File: config.mk
export PLATFORM = sky130hd
export DESIGN_NAME = fpcr_regs
export DESIGN_NICKNAME = d
export VERILOG_FILES = /design/src/design/fpcr_dev_select.v /design/src/design/fpcr_regs.v
export VERILOG_INCLUDE_DIRS = /design/src /design/src/include
export SDC_FILE = /design/constraint.sdc
export NUM_CORES = 1
export LEC_CHECK = 0
export ABC_AREA = 1
export BUFFER_PORTS_ARGS = -buffer_cell sky130_fd_sc_hd__buf_2
export CAP_MARGIN = 20
export CELL_PAD_IN_SITES_DETAIL_PLACEMENT = 1
export CELL_PAD_IN_SITES_GLOBAL_PLACEMENT = 1
export CORE_MARGIN = 5
export CORE_UTILIZATION = 36
export CTS_BUF_LIST = sky130_fd_sc_hd__clkbuf_8 sky130_fd_sc_hd__clkbuf_16
export DETAILED_ROUTE_END_ITERATION = 10
export PLACE_DENSITY = 0.72
export SYNTH_ARGS = -nofsm -noshare
export SYNTH_HDL_FRONTEND = slang
export SYNTH_HIERARCHICAL = 1
export SYNTH_SLANG_ARGS = --single-unit
File: constraint.sdc
create_clock -name CLK_I -period 2 [get_ports CLK_I]
set_input_delay 0.3 -clock CLK_I [delete_from_list [all_inputs] [get_ports CLK_I]]
set_output_delay 0.3 -clock CLK_I [all_outputs]
set_load 0.01 [all_outputs]
File: src/include/fpcr_consts.vh
`ifndef FPCR_CONSTS_VH
`define FPCR_CONSTS_VH

// Register word indices (byte address = index * 4)
`define FPCR_IDX_OUTCTL     6'h17
`define FPCR_IDX_MODECTL    6'h18
`define FPCR_IDX_DEV_FIRST  6'h19
`define FPCR_IDX_DEV_LAST   6'h20
`define FPCR_IDX_FSKCTL     6'h22
`define FPCR_IDX_STATUS     6'h23

// Reset values
`define FPCR_RST_OUTCTL     16'h10a4
`define FPCR_RST_MODECTL    16'h0010
`define FPCR_RST_DEV        16'h0000
`define FPCR_RST_FSKCTL     16'h0000

// Mode control fields
`define FPCR_MC_FSK_EN      10
`define FPCR_MC_DIV_HI      9
`define FPCR_MC_DIV_LO      6
`define FPCR_MC_EXT_SEL     5
`define FPCR_MC_TXP_HI      4
`define FPCR_MC_TXP_LO      0

// Output control fields
`define FPCR_OC_RXP_HI      12
`define FPCR_OC_RXP_LO      8
`define FPCR_OC_TX_EN       7
`define FPCR_OC_RX_EN       6

// FSK control fields
`define FPCR_FC_LVL_HI      6
`define FPCR_FC_LVL_LO      5
`define FPCR_FC_SEL_HI      4
`define FPCR_FC_SEL_LO      2
`define FPCR_FC_MODE0       1
`define FPCR_FC_MODE1       0

// Divider codes
`define FPCR_DIV_ONE        4'h0
`define FPCR_DIV_MIN        4'h2
`define FPCR_DIV_RSV        4'h1
`define FPCR_DIV_MAX        4'ha

// FSK modes
`define FPCR_MODE_PIN       2'h0
`define FPCR_MODE_SERIAL    2'h1
`define FPCR_MODE_AUDIO     2'h2
`define FPCR_MODE_FAST      2'h3
`define FPCR_LVL_OFF        2'h0

`endif

File: src/design/fpcr_dev_select.v
`timescale 1ns/1ps
// ****************************************
// Deviation word picker
// ****************************************
module fpcr_dev_select #(
    parameter W = 16
) (
    input  wire [8*W-1:0] words_i,
    input  wire [1:0]     mode_i,
    input  wire [1:0]     level_i,
    input  wire [2:0]     sel_i,
    input  wire [2:0]     pins_i,
    output wire [2:0]     index_o,
    output wire [W-1:0]   word_o
);
    reg [2:0] idx;
    always @* begin
        case (mode_i)
            // Level-limited pin symbol
            2'h0: begin
                case (level_i)
                    2'h1:    idx = {2'h0, pins_i[0]};
                    2'h2:    idx = {1'b0, pins_i[1:0]};
                    default: idx = pins_i;
                endcase
            end
            default: idx = sel_i;
        endcase
    end
    assign index_o = idx;
    assign word_o  = words_i[idx*W +: W];
endmodule // fpcr_dev_select

File: src/design/fpcr_regs.v
// Our own choice: register access over Wishbone.
`timescale 1ns/1ps
`include "fpcr_consts.vh"

// Overview of operation
// - Eight 16-bit deviation words reset to zero and feed pin and serial FSK.
// - Deviation words 0 to 7 sit at consecutive indices 19h to 20h.
// - Mode control bit 10 turns FSK on alone in audio and fast modes; pin and serial FSK also need a nonzero count_a.
// - Bits 9-6 set the external oscillator divider, codes 1 and 11-15 reserved.
// - Mode control bit 5 selects internal synthesizer or external PLL operation.
// - Mode control bits 4-0 set transmit power, reset 10h.
// - Output control bits 12-8 set receive power, reset 10h.
// - Output control bit 7 enables the transmit output, reset 1.
// - Output control bit 6 enables the receive output, reset 0.
// - In serial FSK a 3-bit selector picks deviation word 0 to 7.
// - Count_a codes 1-3 give 2, 4, 8 levels and code 0 disables pin and serial FSK.
// - A 2-bit selector picks pin, serial, audio-serial or fast serial FSK mode.
module fpcr_regs #(
    parameter DW = 16
) (
    input  wire          CLK_I,
    input  wire          RSTN_I,
    input  wire          CYC_I,
    input  wire          STB_I,
    input  wire          WE_I,
    input  wire [7:0]    ADR_I,
    input  wire [31:0]   DAT_I,
    input  wire [3:0]    SEL_I,
    output reg  [31:0]   DAT_O,
    output reg           ACK_O,
    input  wire          PROFILE2_ACTIVE_I,
    input  wire [2:0]    FSK_PINS_I,
    output reg           FSK_ACTIVE_O,
    output reg  [1:0]    FSK_MODE_O,
    output reg  [DW-1:0] DEVIATION_O,
    output reg           EXT_OSC_SELECT_O,
    output reg  [3:0]    EXT_OSC_DIVIDE_O,
    output reg           DIVIDER_RESERVED_O,
    output reg  [4:0]    TX_POWER_O,
    output reg  [4:0]    RX_POWER_O,
    output reg           TX_ENABLE_O,
    output reg           RX_ENABLE_O,
    output reg           PROFILE_APPLIED_O
);
    // ****************************************
    // Storage
    // ****************************************
    reg  [15:0]     out_ctl;
    reg  [15:0]     mode_ctl;
    reg  [15:0]     fsk_ctl;
    reg  [DW-1:0]   dev [0:7];
    reg  [2:0]      pin_s1;
    reg  [2:0]      pin_s2;
    reg             act_s1;
    reg             act_s2;
    wire [5:0]      idx = ADR_I[7:2];
    wire            req = CYC_I & STB_I & ~ACK_O;
    wire            is_dev = (idx >= `FPCR_IDX_DEV_FIRST) && (idx <= `FPCR_IDX_DEV_LAST);
    wire [2:0]      dev_n = idx[2:0] - 3'h1;
    wire [8*DW-1:0] dev_flat;
    wire [2:0]      pick_idx;
    wire [DW-1:0]   pick_word;
    integer         k;

    // Byte-lane merge of a 16-bit register
    function [15:0] merge;
        input [15:0] old;
        input [31:0] wd;
        input [3:0]  sel;
        begin
            merge = {sel[1] ? wd[15:8] : old[15:8], sel[0] ? wd[7:0] : old[7:0]};
        end
    endfunction

    // ****************************************
    // Bus slave
    // ****************************************
    always @(posedge CLK_I or negedge RSTN_I) begin
        if (!RSTN_I) begin
            out_ctl  <= `FPCR_RST_OUTCTL;
            mode_ctl <= `FPCR_RST_MODECTL;
            fsk_ctl  <= `FPCR_RST_FSKCTL;
            ACK_O    <= 1'b0;
            DAT_O    <= 32'h0000_0000;
            for (k = 0; k < 8; k = k + 1) begin
                dev[k] <= `FPCR_RST_DEV;
            end
        end else begin
            ACK_O <= req;
            DAT_O <= 32'h0000_0000;
            if (req && WE_I) begin
                if (idx == `FPCR_IDX_OUTCTL) begin
                    out_ctl <= merge(out_ctl, DAT_I, SEL_I);
                end
                if (idx == `FPCR_IDX_MODECTL) begin
                    mode_ctl <= merge(mode_ctl, DAT_I, SEL_I);
                end
                if (idx == `FPCR_IDX_FSKCTL) begin
                    fsk_ctl <= merge(fsk_ctl, DAT_I, SEL_I);
                end
                if (is_dev) begin
                    dev[dev_n] <= merge(dev[dev_n], DAT_I, SEL_I);
                end
            end else if (req) begin
                if (idx == `FPCR_IDX_OUTCTL) begin
                    DAT_O <= {16'h0000, out_ctl};
                end else if (idx == `FPCR_IDX_MODECTL) begin
                    DAT_O <= {16'h0000, mode_ctl};
                end else if (idx == `FPCR_IDX_FSKCTL) begin
                    DAT_O <= {16'h0000, fsk_ctl};
                end else if (idx == `FPCR_IDX_STATUS) begin
                    DAT_O <= {24'h0, 1'b0, pick_idx, PROFILE_APPLIED_O, FSK_ACTIVE_O,
                              DIVIDER_RESERVED_O, act_s2};
                end else if (is_dev) begin
                    DAT_O <= {16'h0000, dev[dev_n]};
                end
            end
        end
    end

    // ****************************************
    // Pin synchronisers
    // ****************************************
    always @(posedge CLK_I or negedge RSTN_I) begin
        if (!RSTN_I) begin
            pin_s1 <= 3'h0;
            pin_s2 <= 3'h0;
            act_s1 <= 1'b0;
            act_s2 <= 1'b0;
        end else begin
            pin_s1 <= FSK_PINS_I;
            pin_s2 <= pin_s1;
            act_s1 <= PROFILE2_ACTIVE_I;
            act_s2 <= act_s1;
        end
    end

    // ****************************************
    // Deviation selection
    // ****************************************
    genvar g;
    generate
        for (g = 0; g < 8; g = g + 1) begin : g_flat
            assign dev_flat[g*DW +: DW] = dev[g];
        end
    endgenerate

    fpcr_dev_select #(
        .W (DW)
    ) u_pick (
        .words_i (dev_flat),
        .mode_i  ({fsk_ctl[`FPCR_FC_MODE1], fsk_ctl[`FPCR_FC_MODE0]}),
        .level_i (fsk_ctl[`FPCR_FC_LVL_HI:`FPCR_FC_LVL_LO]),
        .sel_i   (fsk_ctl[`FPCR_FC_SEL_HI:`FPCR_FC_SEL_LO]),
        .pins_i  (pin_s2),
        .index_o (pick_idx),
        .word_o  (pick_word)
    );

    // ****************************************
    // Applied settings
    // ****************************************
    wire [1:0] mode  = {fsk_ctl[`FPCR_FC_MODE1], fsk_ctl[`FPCR_FC_MODE0]};
    wire [1:0] level = fsk_ctl[`FPCR_FC_LVL_HI:`FPCR_FC_LVL_LO];
    wire [3:0] dcode = mode_ctl[`FPCR_MC_DIV_HI:`FPCR_MC_DIV_LO];
    wire table_mode = (mode == `FPCR_MODE_PIN) || (mode == `FPCR_MODE_SERIAL);
    wire lvl_ok = !table_mode || (level != `FPCR_LVL_OFF);
    wire fsk_on = mode_ctl[`FPCR_MC_FSK_EN] && lvl_ok;
    wire div_bad = (dcode == `FPCR_DIV_RSV) || (dcode > `FPCR_DIV_MAX);

    always @(posedge CLK_I or negedge RSTN_I) begin
        if (!RSTN_I) begin
            FSK_ACTIVE_O       <= 1'b0;
            FSK_MODE_O         <= `FPCR_MODE_PIN;
            DEVIATION_O        <= {DW{1'b0}};
            EXT_OSC_SELECT_O   <= 1'b0;
            EXT_OSC_DIVIDE_O   <= 4'h1;
            DIVIDER_RESERVED_O <= 1'b0;
            TX_POWER_O         <= 5'h00;
            RX_POWER_O         <= 5'h00;
            TX_ENABLE_O        <= 1'b0;
            RX_ENABLE_O        <= 1'b0;
            PROFILE_APPLIED_O  <= 1'b0;
        end else begin
            PROFILE_APPLIED_O <= act_s2;
            if (act_s2) begin
                FSK_ACTIVE_O       <= fsk_on;
                FSK_MODE_O         <= mode;
                DEVIATION_O        <= (fsk_on && table_mode) ? pick_word : {DW{1'b0}};
                EXT_OSC_SELECT_O   <= mode_ctl[`FPCR_MC_EXT_SEL];
                EXT_OSC_DIVIDE_O   <= (dcode == `FPCR_DIV_ONE || div_bad) ? `FPCR_DIV_RSV : dcode;
                DIVIDER_RESERVED_O <= div_bad;
                TX_POWER_O         <= mode_ctl[`FPCR_MC_TXP_HI:`FPCR_MC_TXP_LO];
                RX_POWER_O         <= out_ctl[`FPCR_OC_RXP_HI:`FPCR_OC_RXP_LO];
                TX_ENABLE_O        <= out_ctl[`FPCR_OC_TX_EN];
                RX_ENABLE_O        <= out_ctl[`FPCR_OC_RX_EN];
            end
        end
    end
endmodule // fpcr_regs

==> summary.md <==
| Metric | Value |
|---|---|
| CTS root buffer | `clkbuf_16` |
| Worst-Margin Slew | `0.602 ns` |
| VDD IR-drop max | `roughly 0.9 mV` |
| Worst slew margin | `0.599` |
| Power per cell area | `789 nW/um^2` |
| Startpoint types | `flop` |
| Leak | `approximately 8.6 nW` |
| Synth cell types | `33` |
| Critical path endpoint category | `flop` |
| WS Path Type | `flop to flop` |
| CP top delay family | `simple AND/OR/NAND/NOR gates` |
| Crit path top cell by count | `nand2_1` |
| Detailed-route wire length per cell | `19.0 um` |
| Inserted Clock Buffers | `28` |
| Syn Inst Count | `1878` |
| Status | `complete, no violations` |
| CP peak stage delay | `between 0.4 and 0.5 ns` |
| Synth warn | `6` |
| Die X | `202 um` |
| Layout cell share with drive strength beyond 1 | `0.145` |
| First-pass GRT wire length | `76100 um` |
| Commonest cells after routing, fill and taps aside | `618 x nand2_1, 280 x inv_1, 248 x nand3_1` |
| # DRC | `0` |
| Clock Sinks | `about 240` |
| Worst path bufs/invs | `2` |
| Pint | `between 9 and 10 mW` |
| Sequential Power Share | `0.410` |
| Vias in the first global route | `13.9k` |
| TritonCTS clock tree | `yes` |
| Worst Path Arrival | `between 2 and 2.5 ns` |
| Clk network pwr share | `0.434` |
| Pre-Repair DR Iteration Count | `7` |
| Largest net degree at the start of global routing | `90` |
| Slowest CP cell | `dfrtp_2` |
| Sw Share | `0.284` |
| DRT iter0 DRCs | `~700` |
| WP data required | `2.45 ns` |
| Clock slew at reported path FFs | `approximately 0.070 ns` |
| Routability cong. | `0.822` |
| Hold Path Class | `primary input to flop` |
| Clock Path Buffers | `3` |
| Share of power burned in combinational logic | `0.156` |
| Initial Util | `0.363` |
| Initial antenna violation count | `0` |
| Final setup fails | `0` |
| Yosys reg bits | `around 240` |
| # nets final | `between 2k and 2.5k` |
| Htree depth | `1` |
| Final-report max-slew violation count | `0` |
| Seq/Total Area, Yosys | `0.452` |
| Diodes inserted | `0` |
| Vias per cell | `around 5.1` |
| Core box area | `36400 sq um` |
| Final Critical Period | `around 1.9 ns` |
| Cells along the critical path | `ha_4, inv_1, nand2_1, nand2_1, nand2_2, nand2_4, buf_12, nand3_1, nand2_1, nand2_1, nand2_2, a22o_1` |
| Pre-CTS WS | `-0.125 ns` |
| Die Y | `a little over 200 um` |
| Max cap viols | `0` |
| Peak Freq | `~0.52 GHz` |
| IO Pins | `124` |
| Critical-path maximum fanout | `16` |
| Total number of vias | `between 10k and 15k` |
| Most common cell after layout, fill and taps aside | `nand2_1` |
| Gr usage total | `0.230` |
| Rows | `70` |
| Synthesized area per cell | `roughly 7.1 sq um` |
| Area of the die | `~41000 sq um` |
| Worst skew pair latency | `approximately 0.56 ns` |
| Final hold violations | `0` |
| Total Wirelength | `around 48000 um` |
| Cell Area, Synth | `roughly 13000 sq um` |
| Layout Skew | `0.0146 ns` |
| HPWL Detailed | `roughly 32000 um` |
| P_sw | `about 3.6 mW` |
| Total global routing overflow | `0` |
| Tcrit/Tclk final | `0.962` |
| Area growth syn-to-layout | `22.6%` |
| I/O Buffers | `between 80 and 90` |
| Post-layout util | `0.446` |
| Final WS setup | `approximately 0.076 ns` |
| Post-route ant nets | `0` |
-- Yosys cell counts (all sizes together) --
cell type    n  area [sq um]
ha           5          62.6
o31ai        2          15.0
dfstp        6           158
a22o        16           140
conb         1          3.75
nor3         1          5.00
or2          2          12.5
nand3b      17           128
a31oi        2          27.5
clkinv       6          22.5
buf         65           405
o21ai      229          1150
a21oi       34           181
nand2      628          2370
nor2        43           171
clkbuf      45           169
o21bai      10          75.1
nand3      250          1260
inv        283          1060
dfrtp      233          5830
-- worst min-delay path, stage by stage --
cell     delay [ns]
buf_2          0.12
inv_1          0.08
o21ai_0        0.10
-- area by class of cell --
class                           count  area, sq um
Clock buffer                       32          767
Sequential cell                   239         5990
Multi-Input combinational cell   1255         5690
Inverter                          289         1080
Fill cell                        4605        20200
Clock inverter                     20          230
Tap cell                          468          586
Timing Repair Buffer              224         1890
-- cell families (layout without fill, tap and decap cells) --
family / count (synthesis) / in the layout / share of synthesized area
and+or+nand+nor: 941 / 941 / 0.298
DFF: 239 / 239 / 0.452
buffers and inverters: 399 / 565 / 0.125
other: 1 / 16 / 0.000283
adders and majority gates: 5 / 5 / 0.00472
AOI/OAI and AO/OA: 293 / 293 / 0.120
-- per-layer routing --
layer / global-route usage / vias to the layer above / wire length (um)
met4: 0.0833 / 0 / 1910
met1: 0.305 / 6455 / 21500
met2: 0.389 / 276 / 22700
met3: 0.0286 / 97 / 1850
met5: 0 / - / 0
li1: - / 6179 / -
-- final timing paths --
check | startpoint | slack (ns) | cells past startpoint | to
worst max register to register | fsk_ctl[6] | 0.08 | 12 | DEVIATION_O[10]
max in group asynchronous | RSTN_I | 1.12 | 3 | dev[19]
worst min register to register | pin_s1[1] | 0.36 | 0 | pin_s2[1]
min in group asynchronous | RSTN_I | 0.12 | 2 | mode_ctl[11]
worst max-delay path | fsk_ctl[6] | 0.08 | 12 | DEVIATION_O[10]
worst min-delay path | DAT_I[12] | 0.05 | 3 | out_ctl[12]
-- state kept, by name (all words and copies together), names as in the netlist --
name	flops
ACK_O	1
DAT_O	16
DEVIATION_O	16
DIVIDER_RESERVED_O	1
EXT_OSC_DIVIDE_O	4
EXT_OSC_SELECT_O	1
FSK_ACTIVE_O	1
FSK_MODE_O	2
PROFILE_APPLIED_O	1
RX_ENABLE_O	1
RX_POWER_O	5
TX_ENABLE_O	1
TX_POWER_O	5
act_s1	1
act_s2	1
dev	128
fsk_ctl	16
mode_ctl	16
out_ctl	16
pin_s1	3
pin_s2	3
-- power by group through the flow --
stage / logic (mW) / clock network (mW) / registers [mW]
detailed placement: 1.96 / 0 / 5.34
finish: 1.99 / 5.57 / 5.25
CTS: 1.98 / 5.68 / 5.25
floorplan: 1.11 / 0 / 5.30
global placement: 1.90 / 0 / 5.32
global route: 2.23 / 5.91 / 5.28
-- through the flow --
step / total power [mW] / setup TNS [ns] / cell area [sq um] / cells / hold slack, ns
2_1_floorplan: 6.41 / 0 / 13300 / 1893 / 0.00441
3_3_place_gp: 7.22 / -0.540 / 15100 / 2465 / 0.0987
3_5_place_dp: 7.29 / -6.51 / 15100 / 2465 / 0.102
4_1_cts: 12.9 / 0 / 16200 / 2524 / 0.0455
5_1_grt: 13.4 / -0.0295 / 16200 / 2527 / 0.0531
6_report: 12.8 / 0 / 16200 / 2527 / 0.0545
-- repair_timing --
action	4_1_cts	5_1_grt
endpoints found under the hold margin	238	0
buffers inserted	0	1
endpoints found under the setup margin	2	10
gates resized for setup	1	8
gates cloned	0	2
pin swaps	0	1
hold buffers	7	0
Power figures use the tool's default switching activity.
